**src/core/operand_pkg.sv**
```systemverilog
// Package of constants and types for the operand address and lane datapath.
package operand_pkg;

	// Addressing modes, one-hot encoded.
	typedef enum logic [8:0] {
		MODE_ABS_SHORT   = 9'h001,
		MODE_ABS_LONG    = 9'h002,
		MODE_REG_IND     = 9'h004,
		MODE_REG_OFS     = 9'h008,
		MODE_REG_IDX     = 9'h010,
		MODE_REG_IDX_DSP = 9'h020,
		MODE_IDX_DSP     = 9'h040,
		MODE_IP_DSP      = 9'h080,
		MODE_REG_DSP     = 9'h100
	} addr_mode_t;

	// Block sizes, one-hot encoded.
	typedef enum logic [5:0] {
		SIZE_BYTE   = 6'h01,
		SIZE_HALF   = 6'h02,
		SIZE_WORD   = 6'h04,
		SIZE_DOUBLE = 6'h08,
		SIZE_TRIPLE = 6'h10,
		SIZE_QUAD   = 6'h20
	} block_size_t;

	// Operand source widths, one-hot encoded.
	typedef enum logic [2:0] {
		OPW_32 = 3'h1,
		OPW_64 = 3'h2,
		OPW_80 = 3'h4
	} op_width_t;

	localparam int ADDR_W = 32;
	localparam int WORD_W = 32;
	localparam int BLOCK_BYTES = 16;
	localparam int TRIPLE_BYTES = 12;
	localparam int QUAD_BYTES = 16;
	localparam int DOUBLE_BYTES = 8;
	localparam int OPERAND_W = 80;
	localparam int SHORT_OFS_W = 12;
	localparam logic [31:0] IP_BIAS = 32'h0000_0008;
	localparam logic [31:0] SHORT_OFS_MAX = 32'h0000_07FF;
	localparam logic [2:0] SCALE_LOG_MAX = 3'h4;
	localparam int REG_NUM_W = 5;

	// Floating-point one encodings per format; zero is all zeros.
	localparam logic [79:0] FP_ONE_32 = 80'h0000_0000_0000_3F80_0000;
	localparam logic [79:0] FP_ONE_64 = 80'h0000_3FF0_0000_0000_0000;
	localparam logic [79:0] FP_ONE_80 = 80'h3FFF_8000_0000_0000_0000;

endpackage : operand_pkg

```
**src/core/operand_address_generation.sv**
```systemverilog
// Operand datapath: effective address, literals and byte lane ordering.
`timescale 1ns/10ps

// Behaviour
// - Triple is twelve bytes, quad sixteen bytes.
// - Support byte, half, word, double, triple, quad.
// - Store puts least significant byte at base.
// - Short loads land LSB in register bit 0.
// - Wide loads fill base register upward.
// - Bit operations on registers only, bit 0 LSB.
// - Ordinal literal zero-extends to operand width.
// - Ordinal literal is a non-negative integer.
// - Only +0.0 and +1.0, floating instructions only.
// - Floating instructions accept ordinal literals elsewhere.
// - Float registers only for floating instructions.
// - Register indirect uses base, optional offset.
// - Index scaled by 1, 2, 4, 8 or 16.
// - Base plus scaled index, optional displacement.
// - Scaled index plus displacement, no base.
// - Instruction pointer plus displacement plus eight.
// - Short offset 0..2047; long signed displacement.
module operand_address_generation
	import operand_pkg::*;
(
	input  wire logic              mclk_in,
	input  wire logic              sys_rst_in,
	// Address request.
	input  wire logic              addr_req_in,
	input  wire addr_mode_t        addr_mode_in,
	input  wire logic [31:0]       abase_in,
	input  wire logic [31:0]       index_in,
	input  wire logic [2:0]        scale_log_in,
	input  wire logic [11:0]       short_ofs_in,
	input  wire logic [31:0]       disp_in,
	input  wire logic [31:0]       instruction_pointer_in,
	input  wire block_size_t       block_size_in,
	output logic                   addr_valid_out,
	output logic [31:0]            eff_addr_out,
	output logic                   addr_fault_out,
	// Literal request.
	input  wire logic              lit_req_in,
	input  wire logic              lit_is_float_in,
	input  wire logic              lit_fp_one_in,
	input  wire logic              instr_is_float_in,
	input  wire op_width_t         op_width_in,
	input  wire logic [4:0]        ord_lit_in,
	output logic                   lit_valid_out,
	output logic [79:0]            lit_value_out,
	output logic                   lit_fault_out,
	// Register operand select check.
	input  wire logic              reg_sel_req_in,
	input  wire logic              reg_sel_float_in,
	output logic                   reg_sel_ok_out,
	// Store lane ordering: register words to memory bytes.
	input  wire logic              store_req_in,
	input  wire logic [127:0]      store_regs_in,
	output logic                   store_valid_out,
	output logic [127:0]           store_bytes_out,
	output logic [15:0]            store_byte_en_out,
	// Load lane ordering: memory bytes to register words.
	input  wire logic              load_req_in,
	input  wire logic [127:0]      load_bytes_in,
	input  wire logic [4:0]        load_base_reg_in,
	output logic                   load_valid_out,
	output logic [127:0]           load_regs_out,
	output logic [3:0]             load_reg_en_out,
	output logic                   load_align_fault_out,
	// Bit operation on a register value.
	input  wire logic              bit_req_in,
	input  wire logic [31:0]       bit_reg_in,
	input  wire logic [4:0]        bit_num_in,
	output logic                   bit_valid_out,
	output logic                   bit_value_out
);

	// Byte count of a block size.
	// A code that is not one-hot falls back to one byte, so a stray size
	// can never enable more lanes than the smallest block would.
	function automatic logic [4:0] block_bytes(input block_size_t sz);
		logic [4:0] n;
		n = 5'h01;
		unique case (sz)
			SIZE_BYTE:   n = 5'h01;
			SIZE_HALF:   n = 5'h02;
			SIZE_WORD:   n = 5'h04;
			SIZE_DOUBLE: n = 5'(DOUBLE_BYTES);
			SIZE_TRIPLE: n = 5'(TRIPLE_BYTES);
			SIZE_QUAD:   n = 5'(QUAD_BYTES);
			default:     n = 5'h01;
		endcase
		return n;
	endfunction : block_bytes

	// Number of register words a block occupies.
	// Sizes up to a word use one register; larger ones count whole words,
	// so the triple size yields three words and the quad size four.
	function automatic logic [2:0] block_words(input block_size_t sz);
		logic [4:0] b;
		b = block_bytes(sz);
		return (b <= 5'h04) ? 3'h1 : 3'(b[4:2]);
	endfunction : block_words

	// Index shifted by the scale exponent, wrapping at 32 bits.
	// An exponent above four is still applied; the caller flags it as a
	// fault rather than silently forcing a legal scale.
	function automatic logic [31:0] scaled(input logic [31:0] idx,
		input logic [2:0] lg);
		return idx << lg;
	endfunction : scaled

	logic [31:0] next_addr;
	logic        next_addr_fault;
	logic [79:0] next_lit;
	logic        next_lit_fault;
	logic [4:0]  ld_bytes;
	logic [2:0]  ld_words;
	logic [4:0]  st_bytes;

	// Effective address; every sum is kept to 32 bits so it wraps.
	// Carries beyond bit 31 are dropped on purpose, so an address near the
	// top of the space wraps to the bottom just as software expects.
	always_comb begin
		next_addr = 32'h0000_0000;
		next_addr_fault = (scale_log_in > SCALE_LOG_MAX);
		unique case (addr_mode_in)
			MODE_ABS_SHORT: next_addr = {20'h00000, short_ofs_in}
				& SHORT_OFS_MAX;
			MODE_ABS_LONG: next_addr = disp_in;
			MODE_REG_IND: next_addr = abase_in;
			MODE_REG_OFS: next_addr = abase_in
				+ {20'h00000, short_ofs_in & SHORT_OFS_MAX[11:0]};
			MODE_REG_DSP: next_addr = abase_in + disp_in;
			MODE_REG_IDX: next_addr = abase_in
				+ scaled(index_in, scale_log_in);
			MODE_REG_IDX_DSP: next_addr = abase_in
				+ scaled(index_in, scale_log_in) + disp_in;
			MODE_IDX_DSP: next_addr = scaled(index_in, scale_log_in)
				+ disp_in;
			MODE_IP_DSP: next_addr = instruction_pointer_in + disp_in
				+ IP_BIAS;
			default: next_addr_fault = 1'b1;
		endcase
		// The scale fault only matters to the index modes; an illegal mode
		// code keeps the fault raised by the default branch.
		if (addr_mode_in inside {MODE_ABS_SHORT, MODE_REG_OFS}) begin
			next_addr_fault = short_ofs_in[11];
		end else if (addr_mode_in inside {MODE_ABS_LONG, MODE_REG_IND,
			MODE_REG_DSP, MODE_IP_DSP}) begin
			next_addr_fault = 1'b0;
		end
	end

	// Literal expansion to the operand width.
	// Positive zero is all zeros in every format, so only positive one
	// needs a per-width encoding.
	always_comb begin
		next_lit = 80'h0;
		next_lit_fault = 1'b0;
		if (lit_is_float_in) begin
			next_lit_fault = !instr_is_float_in;
			if (lit_fp_one_in) begin
				unique case (op_width_in)
					OPW_32:  next_lit = FP_ONE_32;
					OPW_64:  next_lit = FP_ONE_64;
					OPW_80:  next_lit = FP_ONE_80;
					default: next_lit_fault = 1'b1;
				endcase
			end
		end else begin
			next_lit = {75'h0, ord_lit_in};
		end
	end

	// Address result register; an output pulse marks each answer.
	// Address and fault hold their values until the next request, so a
	// slow consumer may read them any time before it asks again.
	always_ff @(posedge mclk_in or posedge sys_rst_in) begin
		if (sys_rst_in) begin
			addr_valid_out <= 1'b0;
			eff_addr_out   <= 32'h0000_0000;
			addr_fault_out <= 1'b0;
		end else begin
			addr_valid_out <= addr_req_in;
			if (addr_req_in) begin
				eff_addr_out   <= next_addr;
				addr_fault_out <= next_addr_fault;
			end
		end
	end

	// Literal result register.
	// A refused literal is still produced; only the fault flag marks it.
	always_ff @(posedge mclk_in or posedge sys_rst_in) begin
		if (sys_rst_in) begin
			lit_valid_out <= 1'b0;
			lit_value_out <= 80'h0;
			lit_fault_out <= 1'b0;
		end else begin
			lit_valid_out <= lit_req_in;
			if (lit_req_in) begin
				lit_value_out <= next_lit;
				lit_fault_out <= next_lit_fault;
			end
		end
	end

	// Register selection check, answered in the same cycle.
	// Kept combinational so the decoder can refuse a floating register
	// before the operand fetch is launched.
	always_comb begin
		reg_sel_ok_out = reg_sel_req_in
			&& (!reg_sel_float_in || instr_is_float_in);
	end

	assign st_bytes = block_bytes(block_size_in);
	assign ld_bytes = block_bytes(block_size_in);
	assign ld_words = block_words(block_size_in);

	// Store: register byte k goes to memory byte base+k, so lane k.
	// Lanes beyond the block size still carry register data; only the byte
	// enables decide what the memory side writes.
	always_ff @(posedge mclk_in or posedge sys_rst_in) begin
		if (sys_rst_in) begin
			store_valid_out   <= 1'b0;
			store_bytes_out   <= 128'h0;
			store_byte_en_out <= 16'h0000;
		end else begin
			store_valid_out <= store_req_in;
			if (store_req_in) begin
				store_bytes_out <= store_regs_in;
				for (int k = 0; k < BLOCK_BYTES; k++) begin
					store_byte_en_out[k] <= (5'(k) < st_bytes);
				end
			end
		end
	end

	// Load: bytes fill registers from bit 0; unused lanes are zero.
	// Zeroing unused lanes keeps stale memory bytes out of the upper words
	// of a short load.
	always_ff @(posedge mclk_in or posedge sys_rst_in) begin
		if (sys_rst_in) begin
			load_valid_out       <= 1'b0;
			load_regs_out        <= 128'h0;
			load_reg_en_out      <= 4'h0;
			load_align_fault_out <= 1'b0;
		end else begin
			load_valid_out <= load_req_in;
			if (load_req_in) begin
				for (int k = 0; k < BLOCK_BYTES; k++) begin
					load_regs_out[k*8 +: 8] <= (5'(k) < ld_bytes)
						? load_bytes_in[k*8 +: 8] : 8'h00;
				end
				for (int w = 0; w < 4; w++) begin
					load_reg_en_out[w] <= (3'(w) < ld_words);
				end
				unique case (block_size_in)
					SIZE_DOUBLE: load_align_fault_out <=
						load_base_reg_in[0];
					SIZE_TRIPLE, SIZE_QUAD: load_align_fault_out <=
						|load_base_reg_in[1:0];
					default: load_align_fault_out <= 1'b0;
				endcase
			end
		end
	end

	// Bit pick from a register value; memory is never addressed here.
	// The bit number is five bits wide, so every value selects a real bit
	// and no range check is needed.
	always_ff @(posedge mclk_in or posedge sys_rst_in) begin
		if (sys_rst_in) begin
			bit_valid_out <= 1'b0;
			bit_value_out <= 1'b0;
		end else begin
			bit_valid_out <= bit_req_in;
			if (bit_req_in)
				bit_value_out <= bit_reg_in[bit_num_in];
		end
	end

endmodule : operand_address_generation

```
**config.mk**
```make
export PLATFORM = sky130hd
export DESIGN_NAME = operand_address_generation
export DESIGN_NICKNAME = d
export VERILOG_FILES = /design/src/core/operand_pkg.sv /design/src/core/operand_address_generation.sv
export SDC_FILE = /design/constraint.sdc
export NUM_CORES = 1
export LEC_CHECK = 0
export BUFFER_PORTS_ARGS = -buffer_cell sky130_fd_sc_hd__buf_2
export CORE_AREA = 5 5 338 340
export DETAILED_ROUTE_END_ITERATION = 6
export DIE_AREA = 0 0 343 345
export GPL_TIMING_DRIVEN = 0
export PLACE_DENSITY_LB_ADDON = 0.15
export SYNTH_ARGS = -nofsm -noshare
export SYNTH_HDL_FRONTEND = slang
export SYNTH_SLANG_ARGS = --single-unit
```
**constraint.sdc**
```tcl
create_clock -name mclk_in -period 13 [get_ports mclk_in]
set_input_delay 2.6 -clock mclk_in [delete_from_list [all_inputs] [get_ports mclk_in]]
set_output_delay 2.6 -clock mclk_in [all_outputs]
set_load 0.02 [all_outputs]
```
==> impl_metrics.py, run 1 <==
metrics = {
    "logic_synthesis": {
        "synth.area.top_cells": "dfrtp_1, mux2_2, ha_1",
        "netlist_area_um2": 22600,
        "synth_top_area_share_pct": 35.9,
        "async_reset_ff_share_pct": 100,
        "syn_avg_cell_area_um2": 9.54,
        "ys_seq_elements": 324,
        "synth.yosys.warnings": 0,
        "synth_most_common_cell": "dfrtp_1",
        "synth-seq-area-share_pct": 35.9,
        "synthFlopType": "dfrtp_1",
        "yosys-top-cells-count": "dfrtp_1, nand2_1, a21oi_1",
        "synth_edf_count": 0,
        "synth.distinct_cells": 91,
        "synth_top_area_cell": "dfrtp_1",
        "syn_inst": 2369,
    },
    "drt": {
        "vias": 23020,
        "drt_iter0_markers": 1764,
        "drt-total-wl_um": 134000,
        "drc": 0,
        "ant_nets": 0,
        "routed_via_density": 4.77,
        "drt_first_pass_iters": 7,
        "wl_per_cell_um": 27.7,
    },
    "clock_network": {
        "postCtsSetupBuffers": 0,
        "post_cts_resized": 0,
        "cts_tree": "yes",
        "cts_root_buf": "clkbuf_16",
        "cts_hold_buf": 0,
        "htree_levels": 2,
        "clock_latency_ps": 650,
        "path_clk_slew_ps": 60,
        "clock_sinks": 324,
        "cts.path.max_buffers": 3,
        "cts_made_buffers": 45,
    },
    "timing": {
        "skew_ps": 0,
        "tightest_slew_ps": 1470,
        "maxSlewViolCount": 0,
        "rsz0062_at_grt": "false",
        "max-slew-margin-rel_pct": 2.02,
        "max_freq_ghz": 0.0955,
        "period_needed_ps": 10480,
        "fin_crit_sh_pct": 80.6,
        "finalHoldViolations": 0,
        "setup_violations": 0,
    },
    "worst_setup_path": {
        "cp.arrival_ps": 10920,
        "crit_type": "input pin to flip-flop",
        "end_kind": "flip-flop",
        "worst-endpoint-required_ps": 13440,
        "r2r_cells": 5,
        "critPathMaxFanout": 10,
        "crit_path_start_kind": "input pin",
        "worst_path_max_delay_cell": "a2111oi_1",
        "slowest_delay_ps": 900,
    },
    "pwr": {
        "p_per_area_nw_per_um2": 112,
        "vdd_drop_max_mv": 0.0853,
        "total_leakage_power_nw": 14.4,
    },
    "global_routing": {
        "grt_first_pass_wirelength_um": 184000,
        "grt_pass1_vias": 23197,
        "grt_usage_pct": 21.6,
        "antenna_found_initial": 32,
        "gr-total-overflow": 0,
        "grt_max_degree": 103,
    },
    "floorplanning": {
        "core_area_um2": 111000,
        "dieArea_um2": 118000,
        "die_w_um": 343,
        "row_count": 123,
        "dieHeight_um": 345,
        "initial_core_util_pct": 20.3,
        "io_pins": 874,
    },
    "placement": {
        "dpl.cell_count": 4736,
        "place_congestion": 0.940,
        "numPortBuffers": 819,
        "place_area_um2": 28900,
        "dp_hpwl_um": 112000,
    },
    "layout": {
        "instances_no_fill": 4823,
        "area_growth_pct": 34.4,
        "fin_nets": 3900,
        "drive_gt1_share_pct": 35.9,
        "design_area_um2": 30400,
    },
    "run": {
        "cap_violations": 0,
    },
    "min_path": {
        "hold_path_class": "flip-flop to flip-flop",
        "worstHoldPathCells": 1,
    },
    "outcome": {
        "status": "finished clean",
    },
}
==> per-layer routing <==
metal / GRT usage (%) / wire, um / vias up / part of all wire (%)
met5: 0 / 152 / - / 0.11
met4: 3.71 / 2330 / 22 / 1.7
met1: 28.5 / 57500 / 11466 / 43
met2: 34.5 / 61000 / 900 / 46
li1: - / - / 10508 / -
met3: 7.65 / 12700 / 124 / 9.5
==> final cells by class <==
class / instances / area, um^2
fillers: 12238 / 80900
multi-input cells: 1793 / 13300
flip-flops and latches: 324 / 8110
repair buffers: 825 / 4220
well taps: 1500 / 1880
clock buffers: 66 / 1280
plain buffers: 224 / 1120
inverters: 70 / 270
clock inverters: 14 / 188
diodes: 7 / 17.5
==> logic make-up after synthesis <==
family	Yosys count	synth area share, %
xor gates and xnor gates	111	4.36
DFF	324	35.9
muxes	202	11.4
AOI/OAI and AO/OA	745	23.0
and+or+nand+nor	551	11.2
adders and majority gates	141	7.90
other	1	0.0166
buffers and inverters	294	6.13
==> worst max-delay path, delay by kind of cell <==
kind	cells	cell delay, ps
fa+ha+maj	2	790
compound gates	15	4690
buf+inv	4	1200
xor+xnor	1	140
simple gates	6	1280
mux	1	200
==> final timing paths <==
check	from	to	slack, ps
min in group asynchronous	sys_rst_in	eff_addr_out[9]	1950
max in group asynchronous	sys_rst_in	load_regs_out[126]	9630
setup reg to reg	eff_addr_out[28]	eff_addr_out[28]	11690
hold reg to reg	store_byte_en_out[0]	store_byte_en_out[0]	470
setup / recovery	scale_log_in[0]	eff_addr_out[29]	2520
hold / removal	store_byte_en_out[0]	store_byte_en_out[0]	470
==> state kept, by name (all words and copies together), names as in the netlist, 4 cells and up <==
| signal | cells |
|---|---|
| store_bytes_out | 128 |
| load_regs_out | 128 |
| store_byte_en_out | 15 |
| eff_addr_out | 32 |
| lit_value_out | 8 |
| load_reg_en_out | 4 |
==> through the flow <==
stage	worst slack, ps	utilization [%]	hold WS [ps]	power [W]	TNS (ps)
after floorplan	1430	-	592	0.00169	0
after global placement	-4420	25.8	448	0.00211	-1411470
after detailed placement	2110	26.0	449	0.00211	0
after CTS	2820	27.3	473	0.00344	0
after global routing	2280	27.3	480	0.00356	0
final	2520	27.3	475	0.00339	0
==> power by group <==
part	switching, W	internal [W]
Combinational	0.000639	0.000366
Sequential	0.0000292	0.00106
Clock	0.000548	0.000746
Total	0.00122	0.00217
==> placed cells by master (no fill, tap or decap), drive strengths merged, types with 49 or more instances in the layout <==
cell type	count
a21oi	170
ha	138
nand3	59
nor2	119
xnor2	67
buf	907
o2bb2ai	106
clkbuf	208
dfrtp	324
nand2	219
o21ai	131
a21o	49
mux2	164
inv	71
Note: power is estimated with default switching activity, not from simulation.
==> run 2: changes to the inputs <==
Clock period 13 ns to 11 ns, I/O delays scaled along.
==> run 2 against run 1 <==
Power is 19% higher. Flip-flop and latch count stayed put. Die area stayed put. Hold slack worse by 9.0 ps. Global-route usage is 0.21 points lower. Sequential share of layout area is 0.19 points lower. Non-clock buffer count is 8 higher. Sequential power is 18% higher. Critical endpoint is now eff_addr_out[31]. Largest cell class unchanged.
==> impl_metrics.py, run 2 (synthesized netlist as in run 1, its figures left out) <==
metrics = {
    "clock_network": {
        "post_cts_resized": 0,
        "path_clk_slew_ps": 70,
        "cts.path.max_buffers": 3,
        "cts_tree": "yes",
        "cts_root_buf": "clkbuf_16",
        "cts_made_buffers": 44,
        "cts_hold_buf": 0,
        "htree_levels": 2,
        "postCtsSetupBuffers": 0,
        "clock_sinks": 324,
        "clock_latency_ps": 600,
    },
    "placement": {
        "place_congestion": 0.942,
        "dp_hpwl_um": 113000,
        "numPortBuffers": 819,
    },
    "worst_setup_path": {
        "critPathMaxFanout": 10,
        "r2r_cells": 5,
        "r2r_start": "eff_addr_out[28]",
        "cp.arrival_ps": 10560,
        "worst-endpoint-required_ps": 11510,
        "crit_path_frequent_cell": "a21oi_1",
        "r2r_end": "eff_addr_out[28]",
        "crit_path_start_kind": "input pin",
        "worst_path_max_delay_cell": "a2111oi_1",
        "reg2reg_slack_ps": 9700,
        "end_kind": "flip-flop",
        "slowest_delay_ps": 860,
        "crit_type": "input pin to flip-flop",
    },
    "timing": {
        "maxSlewViolCount": 0,
        "rsz0062_at_grt": "false",
        "fin_tns_setup_ps": 0,
        "skew_ps": 0,
        "max-slew-margin-rel_pct": 3.11,
        "setup_violations": 0,
        "tightest_slew_ps": 1450,
        "period_needed_ps": 10050,
        "finalHoldViolations": 0,
        "max_freq_ghz": 0.0995,
        "fin_crit_sh_pct": 91.4,
    },
    "drt": {
        "drt_iter0_markers": 1848,
        "vias": 22969,
        "drt_first_pass_iters": 5,
        "wl_per_cell_um": 27.4,
        "ant_nets": 0,
        "routed_via_density": 4.75,
        "drc": 0,
        "drt-total-wl_um": 132000,
    },
    "global_routing": {
        "antenna_found_initial": 24,
        "grt_pass1_vias": 22895,
        "gr-total-overflow": 0,
        "grt_usage_pct": 21.4,
        "grt_max_degree": 39,
        "grt_first_pass_wirelength_um": 182000,
    },
    "layout": {
        "final_cell_mix": "buf_2, dfrtp_1, nand2_1, a21oi_1, mux2_2",
        "fill_cells": 12165,
        "drive_gt1_share_pct": 36.3,
        "multiInputGateArea_um2": 13300,
        "final_common_cell": "buf_2",
        "final_core_util_pct": 27.5,
        "fin_nets": 3907,
        "area_growth_pct": 35.3,
        "top_regs": "load_regs_out x128, store_bytes_out x128, eff_addr_out x32",
        "regArea_um2": 8110,
    },
    "outcome": {
        "status": "finished clean",
    },
    "floorplanning": {
        "die_w_um": 343,
        "row_count": 123,
        "io_pins": 874,
        "initial_core_util_pct": 20.3,
        "core_area_um2": 111000,
        "dieHeight_um": 345,
        "dieArea_um2": 118000,
    },
    "pwr": {
        "p_total_w": 0.00405,
        "total_leakage_power_nw": 14.5,
        "p_per_area_nw_per_um2": 132,
        "vdd_drop_max_mv": 0.113,
    },
    "run": {
        "cap_violations": 0,
    },
    "min_path": {
        "hold_end": "store_byte_en_out[0]",
        "hold_path_class": "flip-flop to flip-flop",
        "hp-start": "store_byte_en_out[0]",
        "worstHoldPathCells": 1,
    },
}
==> run 2: cell count changes in the layout (fill, tap and decap cells not counted), sizes merged <==
cell | previous run | this run
buf | 907 | 915
clkbuf | 208 | 202
clkinv | 9 | 13
diode | 7 | 11
bufinv | 3 | 4
clkinvlp | 1 | 2
inv | 71 | 72
==> run 2: how the worst max path moves through the flow <==
| stage | slack [ps] | end | from |
|---|---|---|---|
| 2_1_floorplan | 2630 | eff_addr_out[31] | scale_log_in[0] |
| 3_3_place_gp | 340 | eff_addr_out[31] | scale_log_in[0] |
| 3_5_place_dp | 550 | eff_addr_out[31] | scale_log_in[0] |
| 4_1_cts | 1110 | eff_addr_out[31] | scale_log_in[0] |
| 5_1_grt | 550 | eff_addr_out[29] | scale_log_in[0] |
| 6_report | 950 | eff_addr_out[31] | scale_log_in[0] |
==> run 2: cell type report <==
cell class,instances,share of cell area (%)
timing repair buffer,833,14.2
buffer,224,3.67
inverter,70,0.871
clock buffer,60,4.16
clock inverter,21,0.949
antenna,11,0.0900
tap,1500,6.14
multi-input combinational,1793,43.4
sequential,324,26.5
==> run 2: power breakdown <==
part           internal [W]  switching [W]  leakage [nW]
Combinational      0.000437       0.000753          9.53
Sequential          0.00125      0.0000345          4.17
Clock              0.000917       0.000650         0.771
==> run 2: per-stage QoR <==
stage	hold slack [ps]	instance area (um^2)	std cells	worst slack (ps)
final	466	30600	4836	946
after global routing	485	30600	4826	552
after CTS	465	30600	4825	1110
after detailed placement	449	29000	4744	550
after global placement	447	28700	4730	336
after floorplan	592	22800	2411	2630
==> run 2: metal layers <==
| layer | wire length (um) | GRT usage, % | up-vias |
|---|---|---|---|
| met1 | 56500 | 28.3 | 11338 |
| met4 | 2880 | 4.54 | 18 |
| met3 | 10900 | 5.66 | 136 |
| li1 | - | - | 10537 |
| met2 | 62100 | 35.1 | 940 |
| met5 | 98 | 0 | - |
==> run 2: worst max-delay path: cells and delay by family <==
family / cells / cell delay [ps]
AOI/OAI and AO/OA: 15 / 4580
buffers and inverters: 4 / 1200
and+or+nand+nor: 5 / 1100
adders and majority gates: 2 / 780
xor gates and xnor gates: 2 / 500
muxes: 1 / 200
